### src/verilog/mtdc_pkg.sv
`default_nettype none
package mtdc_pkg;
	localparam int WORD_W    = 16;
	localparam int CTRL_AW   = 6;
	localparam int MEM_WORDS = 64;
	localparam int NUM_WORDS = 2;
	localparam int STR_WORDS = 10;
	localparam int DIGITS    = 8;
	localparam int STR_CHARS = 20;
	localparam int TYPE_MSB  = 15;
	localparam int TYPE_LSB  = 12;
	localparam int BCD_MSB   = 11;
	localparam int NIB_W     = 4;
	localparam int CH_W      = 8;
	localparam logic [CTRL_AW-1:0] OFS_DST = 6'h01;
	localparam logic [CTRL_AW-1:0] OFS_SRC = 6'h02;
	localparam logic [3:0] TYPE_STR     = 4'h0;
	localparam logic [3:0] TYPE_NUM     = 4'h1;
	localparam logic [3:0] TYPE_INVALID = 4'hF;
	localparam logic [3:0] DST_PAD      = 4'h0;
	localparam logic [3:0] NIB_NEG      = 4'hF;
	localparam logic [3:0] BCD_MAX      = 4'h9;
	localparam logic [3:0] CAP_ONE      = 4'h4;
	localparam logic [3:0] CAP_TWO      = 4'h8;
	localparam logic [3:0] STR_N_MAX    = 4'hA;
	localparam logic [3:0] STR_N_MIN    = 4'h1;
	localparam logic [9:0] STR_NUM_MAX  = 10'h0FF;
	localparam logic [9:0] NUM_NUM_MAX  = 10'h1FF;
	localparam logic [9:0] BCD_W2       = 10'h064;
	localparam logic [9:0] BCD_W1       = 10'h00A;
	localparam logic [15:0] LAST_RST    = 16'hFFFF;
	localparam logic [7:0] CH_ZERO  = 8'h30;
	localparam logic [7:0] CH_ALPHA = 8'h37;
	localparam logic [7:0] CH_MINUS = 8'h2D;
	localparam logic [7:0] CH_STAR  = 8'h2A;
	localparam logic [7:0] CH_SPACE = 8'h20;
	localparam logic [11:0] MEM_TOP  = 12'h100;
	localparam logic [11:0] REG_CMD  = 12'h100;
	localparam logic [11:0] REG_STAT = 12'h104;
	localparam logic [11:0] REG_BASE = 12'h108;
	localparam int CMD_DST_LSB = 0;
	localparam int CMD_SRC_LSB = 16;
	localparam int CMD_TYPE_LSB = 28;
	typedef enum logic [1:0] {
		MTDC_HEX  = 2'h0,
		MTDC_UDEC = 2'h1,
		MTDC_SDEC = 2'h2
	} mtdc_mode_t;

	function automatic logic bcd3_ok(input logic [11:0] b);
		return (b[11:8] <= BCD_MAX) && (b[7:4] <= BCD_MAX) && (b[3:0] <= BCD_MAX);
	endfunction

	function automatic logic [9:0] bcd3_val(input logic [11:0] b);
		return 10'(10'(b[11:8]) * BCD_W2 + 10'(b[7:4]) * BCD_W1 + 10'(b[3:0]));
	endfunction
endpackage
`default_nettype wire

### src/verilog/mtdc_link_if.sv
`timescale 1ns/1ps
`default_nettype none
interface mtdc_link_if;
	logic                                req;
	logic [mtdc_pkg::CTRL_AW-1:0]        addr;
	logic                                ack;
	logic [mtdc_pkg::WORD_W-1:0]         rdata;
	modport term (output req, output addr, input ack, input rdata);
	modport ctrl (input req, input addr, output ack, output rdata);
endinterface
`default_nettype wire

### src/verilog/mtdc_digit_fmt.sv
`timescale 1ns/1ps
`default_nettype none
module mtdc_digit_fmt (
	input  wire logic                 blank_i,
	input  wire logic                 star_i,
	input  wire logic                 msd_i,
	input  wire mtdc_pkg::mtdc_mode_t mode_i,
	input  wire logic [3:0]           nib_i,
	output logic [7:0]                char_o
);
	logic [7:0] hex_c;

	// letters a..f pass through even in decimal modes, except an F in the leftmost digit
	assign hex_c = (nib_i > mtdc_pkg::BCD_MAX) ? 8'(mtdc_pkg::CH_ALPHA + 8'(nib_i))
		: 8'(mtdc_pkg::CH_ZERO + 8'(nib_i));

	always_comb begin
		char_o = hex_c;
		if (blank_i) begin
			char_o = mtdc_pkg::CH_SPACE;
		end else if (star_i) begin
			char_o = mtdc_pkg::CH_STAR;
		end else if (msd_i && nib_i == mtdc_pkg::NIB_NEG) begin
			unique case (mode_i)
				mtdc_pkg::MTDC_SDEC: char_o = mtdc_pkg::CH_MINUS;
				mtdc_pkg::MTDC_UDEC: char_o = mtdc_pkg::CH_ZERO;
				default:             char_o = hex_c;
			endcase
		end
	end
endmodule // mtdc_digit_fmt
`default_nettype wire

### src/verilog/mtdc_terminal.sv
// The AHB-Lite interface to the registers and the register offsets were decided locally.
`timescale 1ns/1ps
`default_nettype none
module mtdc_terminal #(
	parameter int NUM_TBL = 8,
	parameter int STR_TBL = 4
) (
	input  wire logic                 mclk_i,
	input  wire logic                 resetn_i,
	mtdc_link_if.term                 link,
	input  wire logic [5:0]           ctrl_base_i,
	input  wire logic [8:0]           num_sel_i,
	input  wire logic                 num_alloc_en_i,
	input  wire logic [5:0]           num_alloc_i,
	input  wire logic                 num_two_words_i,
	input  wire mtdc_pkg::mtdc_mode_t num_mode_i,
	input  wire logic [3:0]           num_width_i,
	input  wire logic [7:0]           str_sel_i,
	input  wire logic                 str_alloc_en_i,
	input  wire logic [5:0]           str_alloc_i,
	input  wire logic [3:0]           str_words_i,
	output logic [63:0]               num_text_o,
	output logic [159:0]              str_text_o,
	output logic                      copy_done_o,
	output logic                      copy_reject_o
);
	localparam int NIW = (NUM_TBL > 1) ? $clog2(NUM_TBL) : 1;
	localparam int SIW = (STR_TBL > 1) ? $clog2(STR_TBL) : 1;

	typedef enum logic [4:0] {
		S_DST = 5'b00001,
		S_SRC = 5'b00010,
		S_CHK = 5'b00100,
		S_NUM = 5'b01000,
		S_STR = 5'b10000
	} mtdc_poll_t;

	mtdc_poll_t  state_q, state_d;
	logic [3:0]  cnt_q, cnt_d;
	logic        req_q, req_d;
	logic [5:0]  addr_q, addr_d;
	logic [15:0] dst_q, dst_d, src_q, src_d;
	logic [15:0] last_dst_q, last_dst_d, last_src_q, last_src_d;
	logic        done_q, done_d, rej_q, rej_d;
	logic [15:0] num_tbl_q [NUM_TBL][mtdc_pkg::NUM_WORDS];
	logic [15:0] num_tbl_d [NUM_TBL][mtdc_pkg::NUM_WORDS];
	logic [15:0] str_tbl_q [STR_TBL][mtdc_pkg::STR_WORDS];
	logic [15:0] str_tbl_d [STR_TBL][mtdc_pkg::STR_WORDS];
	logic [63:0]  num_text_q, num_text_d;
	logic [159:0] str_text_q, str_text_d;

	logic       num_go, str_go, bcd_ok, changed, str_ok, num_ok;
	logic [3:0] ctype, str_n, cap;
	logic [9:0] dval, sval;
	logic [NIW-1:0] nidx;
	logic [SIW-1:0] sidx;
	logic [7:0] dig_c [mtdc_pkg::DIGITS];

	assign nidx   = num_sel_i[NIW-1:0];
	assign sidx   = str_sel_i[SIW-1:0];
	// only the tables on display are fetched from controller words
	assign num_go = num_alloc_en_i && (num_sel_i < 9'(NUM_TBL));
	assign str_go = str_alloc_en_i && (str_sel_i < 8'(STR_TBL));
	assign str_n  = (str_words_i == 4'h0) ? mtdc_pkg::STR_N_MIN
		: (str_words_i > mtdc_pkg::STR_N_MAX) ? mtdc_pkg::STR_N_MAX : str_words_i;
	assign cap    = num_two_words_i ? mtdc_pkg::CAP_TWO : mtdc_pkg::CAP_ONE;

	assign ctype   = src_q[mtdc_pkg::TYPE_MSB:mtdc_pkg::TYPE_LSB];
	assign dval    = mtdc_pkg::bcd3_val(dst_q[mtdc_pkg::BCD_MSB:0]);
	assign sval    = mtdc_pkg::bcd3_val(src_q[mtdc_pkg::BCD_MSB:0]);
	assign bcd_ok  = mtdc_pkg::bcd3_ok(dst_q[mtdc_pkg::BCD_MSB:0]) && mtdc_pkg::bcd3_ok(src_q[mtdc_pkg::BCD_MSB:0]);
	assign changed = (dst_q != last_dst_q) || (src_q != last_src_q);
	assign str_ok  = (ctype == mtdc_pkg::TYPE_STR) && bcd_ok
		&& dval <= mtdc_pkg::STR_NUM_MAX && sval <= mtdc_pkg::STR_NUM_MAX
		&& dval < 10'(STR_TBL) && sval < 10'(STR_TBL);
	assign num_ok  = (ctype == mtdc_pkg::TYPE_NUM) && bcd_ok
		&& dval <= mtdc_pkg::NUM_NUM_MAX && sval <= mtdc_pkg::NUM_NUM_MAX
		&& dval < 10'(NUM_TBL) && sval < 10'(NUM_TBL);

	// poll loop: copy setting words, then the displayed tables
	always_comb begin
		state_d    = state_q;
		cnt_d      = cnt_q;
		dst_d      = dst_q;
		src_d      = src_q;
		last_dst_d = last_dst_q;
		last_src_d = last_src_q;
		num_tbl_d  = num_tbl_q;
		str_tbl_d  = str_tbl_q;
		done_d     = 1'b0;
		rej_d      = 1'b0;
		unique case (state_q)
			S_DST: begin
				if (link.ack) begin
					dst_d   = link.rdata;
					state_d = S_SRC;
				end
			end
			S_SRC: begin
				if (link.ack) begin
					src_d   = link.rdata;
					state_d = S_CHK;
				end
			end
			S_CHK: begin
				// an unchanged setting never repeats a copy
				if (changed) begin
					last_dst_d = dst_q;
					last_src_d = src_q;
					if (str_ok) begin
						str_tbl_d[dval[SIW-1:0]] = str_tbl_q[sval[SIW-1:0]];
						done_d = 1'b1;
					end else if (num_ok) begin
						num_tbl_d[dval[NIW-1:0]] = num_tbl_q[sval[NIW-1:0]];
						done_d = 1'b1;
					end else if (ctype == mtdc_pkg::TYPE_STR || ctype == mtdc_pkg::TYPE_NUM) begin
						rej_d = 1'b1;
					end
				end
				cnt_d   = 4'h0;
				state_d = num_go ? S_NUM : (str_go ? S_STR : S_DST);
			end
			S_NUM: begin
				if (link.ack) begin
					// a table dropped from display mid-fetch must not take the word
					if (num_go) begin
						num_tbl_d[nidx][cnt_q[0]] = link.rdata;
					end
					if (cnt_q[0] == num_two_words_i) begin
						cnt_d   = 4'h0;
						state_d = str_go ? S_STR : S_DST;
					end else begin
						cnt_d = 4'(cnt_q + 4'h1);
					end
				end
			end
			S_STR: begin
				if (link.ack) begin
					if (str_go) begin
						str_tbl_d[sidx][cnt_q] = link.rdata;
					end
					if (cnt_q == 4'(str_n - 4'h1)) begin
						cnt_d   = 4'h0;
						state_d = S_DST;
					end else begin
						cnt_d = 4'(cnt_q + 4'h1);
					end
				end
			end
		endcase
		req_d = (state_d != S_CHK);
		unique case (state_d)
			S_DST:   addr_d = 6'(ctrl_base_i + mtdc_pkg::OFS_DST);
			S_SRC:   addr_d = 6'(ctrl_base_i + mtdc_pkg::OFS_SRC);
			S_NUM:   addr_d = 6'(num_alloc_i + 6'(cnt_d));
			S_STR:   addr_d = 6'(str_alloc_i + 6'(cnt_d));
			default: addr_d = addr_q;
		endcase
	end

	always_ff @(posedge mclk_i or negedge resetn_i) begin
		if (!resetn_i) begin
			state_q    <= S_DST;
			cnt_q      <= 4'h0;
			req_q      <= 1'b0;
			addr_q     <= 6'h00;
			dst_q      <= mtdc_pkg::LAST_RST;
			src_q      <= mtdc_pkg::LAST_RST;
			last_dst_q <= mtdc_pkg::LAST_RST;
			last_src_q <= mtdc_pkg::LAST_RST;
			done_q     <= 1'b0;
			rej_q      <= 1'b0;
			num_tbl_q  <= '{default: '0};
			str_tbl_q  <= '{default: '0};
		end else begin
			state_q    <= state_d;
			cnt_q      <= cnt_d;
			req_q      <= req_d;
			addr_q     <= addr_d;
			dst_q      <= dst_d;
			src_q      <= src_d;
			last_dst_q <= last_dst_d;
			last_src_q <= last_src_d;
			done_q     <= done_d;
			rej_q      <= rej_d;
			num_tbl_q  <= num_tbl_d;
			str_tbl_q  <= str_tbl_d;
		end
	end

	// numeral digits; digit 7 is leftmost
	for (genvar d = 0; d < mtdc_pkg::DIGITS; d++) begin : g_dig
		mtdc_digit_fmt u_fmt (
			.blank_i (4'(d) >= cap || !(num_sel_i < 9'(NUM_TBL))),
			.star_i  (num_width_i < cap),
			.msd_i   (4'(d) == 4'(cap - 4'h1)),
			.mode_i  (num_mode_i),
			.nib_i   (num_tbl_q[nidx][d / 4][(d % 4) * mtdc_pkg::NIB_W +: mtdc_pkg::NIB_W]),
			.char_o  (dig_c[d])
		);
	end

	always_comb begin
		num_text_d = '0;
		str_text_d = '0;
		for (int d = 0; d < mtdc_pkg::DIGITS; d++) begin
			num_text_d[d * mtdc_pkg::CH_W +: mtdc_pkg::CH_W] = dig_c[d];
		end
		for (int k = 0; k < mtdc_pkg::STR_CHARS; k++) begin
			if (k >= 2 * int'(str_n) || !(str_sel_i < 8'(STR_TBL))) begin
				str_text_d[(mtdc_pkg::STR_CHARS - 1 - k) * mtdc_pkg::CH_W +: mtdc_pkg::CH_W] = mtdc_pkg::CH_SPACE;
			end else begin
				// even character from the upper byte
				str_text_d[(mtdc_pkg::STR_CHARS - 1 - k) * mtdc_pkg::CH_W +: mtdc_pkg::CH_W] =
					str_tbl_q[sidx][k / 2][(1 - k % 2) * mtdc_pkg::CH_W +: mtdc_pkg::CH_W];
			end
		end
	end

	always_ff @(posedge mclk_i or negedge resetn_i) begin
		if (!resetn_i) begin
			num_text_q <= '0;
			str_text_q <= '0;
		end else begin
			num_text_q <= num_text_d;
			str_text_q <= str_text_d;
		end
	end

	assign link.req      = req_q;
	assign link.addr     = addr_q;
	assign num_text_o    = num_text_q;
	assign str_text_o    = str_text_q;
	assign copy_done_o   = done_q;
	assign copy_reject_o = rej_q;
endmodule // mtdc_terminal
`default_nettype wire

### src/flat_wrapper.sv
// flat-port wrapper written by rule: the top's interface ports become plain ports
module mtdc_terminal_flat 
#(
	parameter int NUM_TBL = 8,
	parameter int STR_TBL = 4
)
  (mclk_i, resetn_i, ctrl_base_i, num_sel_i, num_alloc_en_i, num_alloc_i, num_two_words_i, num_mode_i, num_width_i, str_sel_i, str_alloc_en_i, str_alloc_i, str_words_i, num_text_o, str_text_o, copy_done_o, copy_reject_o, link_req, link_addr, link_ack, link_rdata);
  mtdc_link_if link_i ();
  input  wire logic mclk_i;
  input  wire logic resetn_i;
  input  wire logic [5:0] ctrl_base_i;
  input  wire logic [8:0] num_sel_i;
  input  wire logic num_alloc_en_i;
  input  wire logic [5:0] num_alloc_i;
  input  wire logic num_two_words_i;
  input  wire mtdc_pkg::mtdc_mode_t num_mode_i;
  input  wire logic [3:0] num_width_i;
  input  wire logic [7:0] str_sel_i;
  input  wire logic str_alloc_en_i;
  input  wire logic [5:0] str_alloc_i;
  input  wire logic [3:0] str_words_i;
  output logic [63:0] num_text_o;
  output logic [159:0] str_text_o;
  output logic copy_done_o;
  output logic copy_reject_o;
  output wire logic [$bits(link_i.req)-1:0] link_req;
  output wire logic [$bits(link_i.addr)-1:0] link_addr;
  input wire logic [$bits(link_i.ack)-1:0] link_ack;
  input wire logic [$bits(link_i.rdata)-1:0] link_rdata;
  assign link_req = link_i.req;
  assign link_addr = link_i.addr;
  assign link_i.ack = link_ack;
  assign link_i.rdata = link_rdata;
  mtdc_terminal #(.NUM_TBL(NUM_TBL), .STR_TBL(STR_TBL)) u_core (.mclk_i(mclk_i), .resetn_i(resetn_i), .link(link_i), .ctrl_base_i(ctrl_base_i), .num_sel_i(num_sel_i), .num_alloc_en_i(num_alloc_en_i), .num_alloc_i(num_alloc_i), .num_two_words_i(num_two_words_i), .num_mode_i(num_mode_i), .num_width_i(num_width_i), .str_sel_i(str_sel_i), .str_alloc_en_i(str_alloc_en_i), .str_alloc_i(str_alloc_i), .str_words_i(str_words_i), .num_text_o(num_text_o), .str_text_o(str_text_o), .copy_done_o(copy_done_o), .copy_reject_o(copy_reject_o));
endmodule
### config.mk
export PLATFORM = sky130hd
export DESIGN_NAME = mtdc_terminal_flat
export DESIGN_NICKNAME = d
export VERILOG_FILES = /design/src/verilog/mtdc_pkg.sv /design/src/verilog/mtdc_link_if.sv /design/src/verilog/mtdc_digit_fmt.sv /design/src/verilog/mtdc_terminal.sv /design/src/flat_wrapper.sv
export SDC_FILE = /design/constraint.sdc
export NUM_CORES = 2
export LEC_CHECK = 0
export BUFFER_PORTS_ARGS = -buffer_cell sky130_fd_sc_hd__buf_2
export CAP_MARGIN = 40
export CORE_UTILIZATION = 58
export DETAILED_ROUTE_END_ITERATION = 6
export PLACE_DENSITY = 0.75
export SYNTH_ARGS = -nofsm -noshare
export SYNTH_HDL_FRONTEND = slang
export SYNTH_SLANG_ARGS = --single-unit
### constraint.sdc
create_clock -name mclk_i -period 6.5 [get_ports mclk_i]
set_input_delay 0.65 -clock mclk_i [delete_from_list [all_inputs] [get_ports mclk_i]]
set_output_delay 0.65 -clock mclk_i [all_outputs]
set_load 0.01 [all_outputs]
== Word level (Yosys, flattened, before mapping) ==
Index checks and enable logic that the tools add are counted.
W data, S select, Z words.
Operators by class
  reductions and logical operators: 74
  div/mod/pow operators: 0
  mux-type cells: 126
  magnitude comparators: 68
  equality and inequality tests: 40
  bitwise logic cells: 8
  $add $sub $neg: 27
  multipliers: 4
  shift-type cells: 0
Operators with widths (count)
  $mux W640: 4
  $bwmux W640: 2
  $mux W256: 5
  $pmux W640 S2: 1
  $mux W160: 6
  $bmux W160 S2: 2
  $demux W160 S2: 2
  $bwmux W256: 2
  $pmux W256 S2: 1
  $mux W7: 32
  $bmux W32 S3: 2
  $demux W32 S3: 2
  $mux W32: 6
  $mux W8: 20
  $add A6 B4 Y7 const A: 16
  $pmux W7 S2: 8
  $demux W16 S4: 1
  $ge A4 B5 Y1 const A: 8
  $mux W5: 8
  $gt A4 B4 Y1 const B: 9
  $eq A4 B4 Y1 const B: 8
  $mux W16: 2
  $ne A16 B16 Y1: 2
  $logic_and A1 B1 Y1: 31
  66 further kinds: 167
Storage, ports and cells
  memories: 0
  input bits: 67
  output and inout port bits: 233
  bits in writable memories: 0
  register bits after elaboration: 1201
  ROM bits: 0
  word-level logic and storage cells: 415
  bits in latches: 0

== Logic depth before layout (Yosys ltp) ==
  depth after elaboration: 13
  gate-level depth with buffers: 21

== Modules after synthesis ==
Synthesis repeated with hierarchy kept, for this count alone.
Second synthesis, totals
  cell total of the unflattened synthesis: 6031
  area total of the unflattened synthesis: 67395.9 sq um
Modules (own cells, without submodules)
  mtdc_terminal: area an instance 65153.7 sq um, seq. area each 30160.2 sq um, times used 1, cells each 5727
  mtdc_digit_fmt: area an instance 280.3 sq um, seq. area each 0.0 sq um, times used 8, cells each 38

== Worst setup path after synthesis ==
No wires, ideal clock.
  path type: flip-flop to flip-flop
  from: register u_core.src_q[5]
  to: register u_core.num_tbl_q[133] (netlist bit)
  period minus slack after synthesis: 4749 ps
  required time: 6375 ps
  arrival time: 4624 ps
  setup slack: 1751 ps
  buffers on the path: 3
  cell stages (with the launch flop): 18
  path through: dfstp_2 -> ha_1 -> ha_1 -> fa_1 -> xor2_1 -> ha_1 -> ha_1 -> nand3_1 -> o211ai_1 -> o2111a_1 -> nor3_1 -> o22a_1 -> buf_2 -> o41ai_4 -> buf_12 -> nand2_8 -> buf_12 -> mux2_4
Between the ends
  longest elaborated chain between the ends: 12
Ends and longest elaborated chain
  from (decl): RTL line mtdc_terminal.sv:42  | logic [15:0] dst_q, dst_d, src_q, src_d;
  from (signal assigned): RTL line mtdc_terminal.sv:168  | src_q <= mtdc_pkg::LAST_RST;
  from (signal assigned): RTL line mtdc_terminal.sv:181  | src_q <= src_d;
  $mul A4 B3 Y7: RTL line mtdc_pkg.sv:55  | return 10'(10'(b[11:8]) * BCD_W2 + 10'(b[7:4]) * BCD_W1 + 10'(b[3:0]));
  $add A10 B8 Y10: RTL line mtdc_pkg.sv:55
  $add A10 B4 Y10: RTL line mtdc_pkg.sv:55
  $not A3 Y4 (not written as such): RTL line mtdc_terminal.sv:114  | num_tbl_d[dval[NIW-1:0]] = num_tbl_q[sval[NIW-1:0]];
  $bmux W32 S3: RTL line mtdc_terminal.sv:114
  $mux W32 (not written as such) (2 in a row): RTL line mtdc_terminal.sv:114
  $bwmux W256: RTL line mtdc_terminal.sv:114
  $mux W256: RTL line mtdc_terminal.sv:113  | end else if (num_ok) begin
  $mux W256: RTL line mtdc_terminal.sv:110  | if (str_ok) begin
  $mux W256: RTL line mtdc_terminal.sv:107  | if (changed) begin
  $pmux W256 S2: RTL line mtdc_terminal.sv:92  | unique case (state_q)
  to (signal assigned): RTL line mtdc_terminal.sv:186  | num_tbl_q <= num_tbl_d;
  to (decl): RTL line mtdc_terminal.sv:45  | logic [15:0] num_tbl_q [NUM_TBL][mtdc_pkg::NUM_WORDS];
Parallel ways exist; a longest one is shown, timed or not. The select of a mux whose other input is x is not followed.
A chain may end at the register's enable or synchronous reset.

== Worst setup path in the final report ==
  from: register u_core.src_q[9]
  to: register u_core.num_tbl_q[207] (netlist bit)
Between the ends
  longest elaborated chain between the ends: 11
Ends and longest elaborated chain
  branches (longest 10 deep; another with $add A10 B8 Y10)
  $reduce_and A6 Y1 (no line) *
Mark *: on every way between the ends.

==> impl_metrics.yaml <==
run_status:
  status: "finished, final reports clean"
hold_path:
  hp-class: "in2reg"
  hold_path_depth: 4
  hp-start: "num_sel_i[4]"
  whs_endpoint: "u_core.num_text_o[13]"
setup_path:
  r2r_cells: 16
  crit_fanout: 16
  worstPathRequired_ps: 7130
  path_cells: "inv_1 -> ha_1 -> ha_1 -> inv_1 -> fa_1 -> inv_1 -> ha_1 -> ha_1 -> o21a_1 -> a21oi_1 -> xnor2_1 -> nand3_1 -> o41ai_4 -> buf_4 -> nand2_2 -> mux2_2"
  rr_startpoint: "u_core.src_q[9]"
  start_kind: "register"
  crit_slowest_cell: "dfstp_2"
  crit_family: "adder cells"
  cpPeakStageDelay_ps: 590
  criticalPathCategory: "reg2reg"
  end_kind: "register"
  r2r_setup_slack_ps: 760
  path_buf_inv: 4
  crit_arrival_ps: 6380
  reg2reg_to: "u_core.num_tbl_q[207]"
  worst_path_most_repeated_cell: "ha_1"
detailed_routing:
  initialDrtViolationCount: 6316
  drc: 0
  wirelength_mm: 215
  drt_first_pass_iters: 6
  wl_per_cell_um: 27.6
  avgViaCountPerCell: 7.01
  dr_total_vias: 54500
  ant_nets: 0
global_routing:
  grt_pass1_wl_mm: 327
  grt_start_max_net_pins: 174
  grt_pass1_vias: 54300
  antenna_found_initial: 7
  overflow: 0
  grt_usage_pct: 36.3
placed_design:
  pre_cts_ws_ps: 923
  place.gp.congestion: 0.918
  hpwlAfterDp_mm: 129
  io_buffers: 289
yosys:
  synth_common_cells: "dfrtp_1, mux2_2, nand2_1"
  synth_edf_count: 0
  synth_top_cell_by_area: "dfrtp_1"
  yosys_warnings: 0
  ys_top_cells_by_area: "dfrtp_1, mux2_2, mux4_2, o21ai_0, nand2_1"
  synth_cells: 6088
  syn-cell-area_um2: 67600
  avgSynthCellArea_um2: 11.1
  yosysTopAreaCellShare_pct: 41.8
  ys_ff_latch: 1194
  synthFlopType: "dfrtp_1"
  yosysSeqAreaShare_pct: 44.3
  async_reset_ff_share_pct: 100
  yosysMostFrequentCell: "dfrtp_1"
  synth.distinct_cells: 94
clock_network:
  cts_setup_buffers: 0
  cts_made_buffers: 131
  path_clk_slew_ps: 60
  clockBufferDepth: 3
  clk_latency_ps: 770
  ctsRootBufferMaster: "clkbuf_16"
  htree_levels: 4
  tritoncts: "built"
  clock-sinks: 1194
floorplanning:
  ios: 300
  dieArea_um2: 118000
  core_area_um2: 115000
  rows: 124
  die_h_um: 343
  initial_core_util_pct: 58.8
  fp.dieW_um: 343
power:
  p_leak_nw: 35.8
  peakVddDrop_mv: 0.577
  p_per_area_nw_per_um2: 359
sta:
  maxClockFrequency_ghz: 0.174
  worst_slack_ps: 757
  report.final.hold_viol_count: 0
  setup_violations: 0
  tns_ps: 0
  finalCritPeriodShare_pct: 88.4
  grt_setup_unrepaired: "no"
  maxSlewHeadroom_pct: 21.6
  drv_slew: 0
  period_minus_slack_ps: 5740
  fin_skew_ps: 35.8
  max_slew.worst_pin.slew_ps: 1180
finish:
  nNetsFinal: 6330
  syn_to_final_growth_pct: 11.2
  final_util_pct: 65.4
  drive_gt1_share_pct: 30.4
  fillers: 8562
job:
  cap_violations: 0
[where the power goes]
part | switching, mW | internal (mW)
combinational | 7.29 | 3.69
clock | 3.14 | 4.42
sequential | 0.475 | 7.96
total | 10.9 | 16.1
[placed cells by master, fill, tap and decap left out, drive strengths merged, types with 87 or more instances in the layout]
| cell | count |
|---|---|
| clkbuf | 201 |
| o211ai | 109 |
| nand2 | 584 |
| and3 | 142 |
| nor2b | 115 |
| dfrtp | 1129 |
| o21ai | 488 |
| o22ai | 307 |
| mux4 | 288 |
| mux2i | 206 |
| or3 | 117 |
| mux2 | 780 |
| inv | 145 |
| ha | 87 |
| a21oi | 222 |
| nor2 | 217 |
| nor3 | 87 |
| buf | 456 |
[repair_timing]
item / in CTS / in global routing
hold buffers: 1 / 0
hold endpoints to repair: 81 / 0
gates resized for setup: 0 / 0
[layout make-up]
cell class                      count  area [µm²]  share of cell area [%]
Inverter                          140         526                   0.699
Sequential cell                  1194       30000                    39.9
Clock inverter                     28         349                   0.464
Timing Repair Buffer              459        3360                    4.47
Antenna cell                        1        2.50                 0.00333
Clock buffer                      200        3980                    5.29
Multi-Input combinational cell   4239       35100                    46.7
Tap cell                         1512        1890                    2.52
[metrics by stage]
step	power, mW	hold WS, ps	instances	instance area (µm²)
floorplan	15.7	354	6095	67600
detailed placement	19.1	498	7543	70800
finish	27.0	282	7773	75200
global route	28.0	299	7773	75200
global placement	18.6	487	7508	70200
CTS	26.7	255	7772	75200
[sequential cells by signal (all words and copies together), names as in the netlist]
register              flops
u_core.num_tbl_q        256
u_core.str_tbl_q        640
u_core.str_text_o       160
u_core.link.addr          6
u_core.last_dst_q        16
u_core.cnt_q              4
u_core.state_q            5
u_core.link.req           1
u_core.num_text_o        56
u_core.last_src_q        16
u_core.src_q             16
u_core.copy_done_o        1
u_core.copy_reject_o      1
u_core.dst_q             16
[cell families after synthesis]
| kind of cell | share of synthesized area (%) |
|---|---|
| other cells | 0.00555 |
| simple gates | 10.5 |
| fa+ha+maj | 1.94 |
| flops | 44.3 |
| xor+xnor | 0.842 |
| mux | 26.1 |
| compound gates | 12.1 |
| buf+inv | 4.11 |
[worst reg2reg max path, delay by kind of cell (launching register included)]
kind / cells / cell delay [ps]
compound gates: 3 / 910
flops: 1 / 590
simple gates: 2 / 1140
buf+inv: 4 / 760
mux: 1 / 460
fa+ha+maj: 5 / 1610
xor+xnor: 1 / 150
[worst max-delay path by stage]
| stage | start | endpoint | cells past startpoint |
|---|---|---|---|
| floorplan | u_core.src_q[5] | u_core.num_tbl_q[133] | 17 |
| global placement | u_core.dst_q[9] | u_core.num_tbl_q[207] | 17 |
| detailed placement | u_core.src_q[9] | u_core.num_tbl_q[238] | 16 |
| CTS | u_core.src_q[9] | u_core.num_tbl_q[238] | 16 |
| global route | u_core.dst_q[9] | u_core.num_tbl_q[195] | 17 |
| finish | u_core.src_q[9] | u_core.num_tbl_q[207] | 16 |
[layer usage]
layer	routed length, µm	vias up	global-route usage, %
met5	60	-	0
met4	13000	10	21.0
met3	24900	852	10.0
met2	97200	3557	54.9
met1	79700	27500	47.0
li1	-	22600	-
Note: power is estimated with default switching activity, not from simulation.
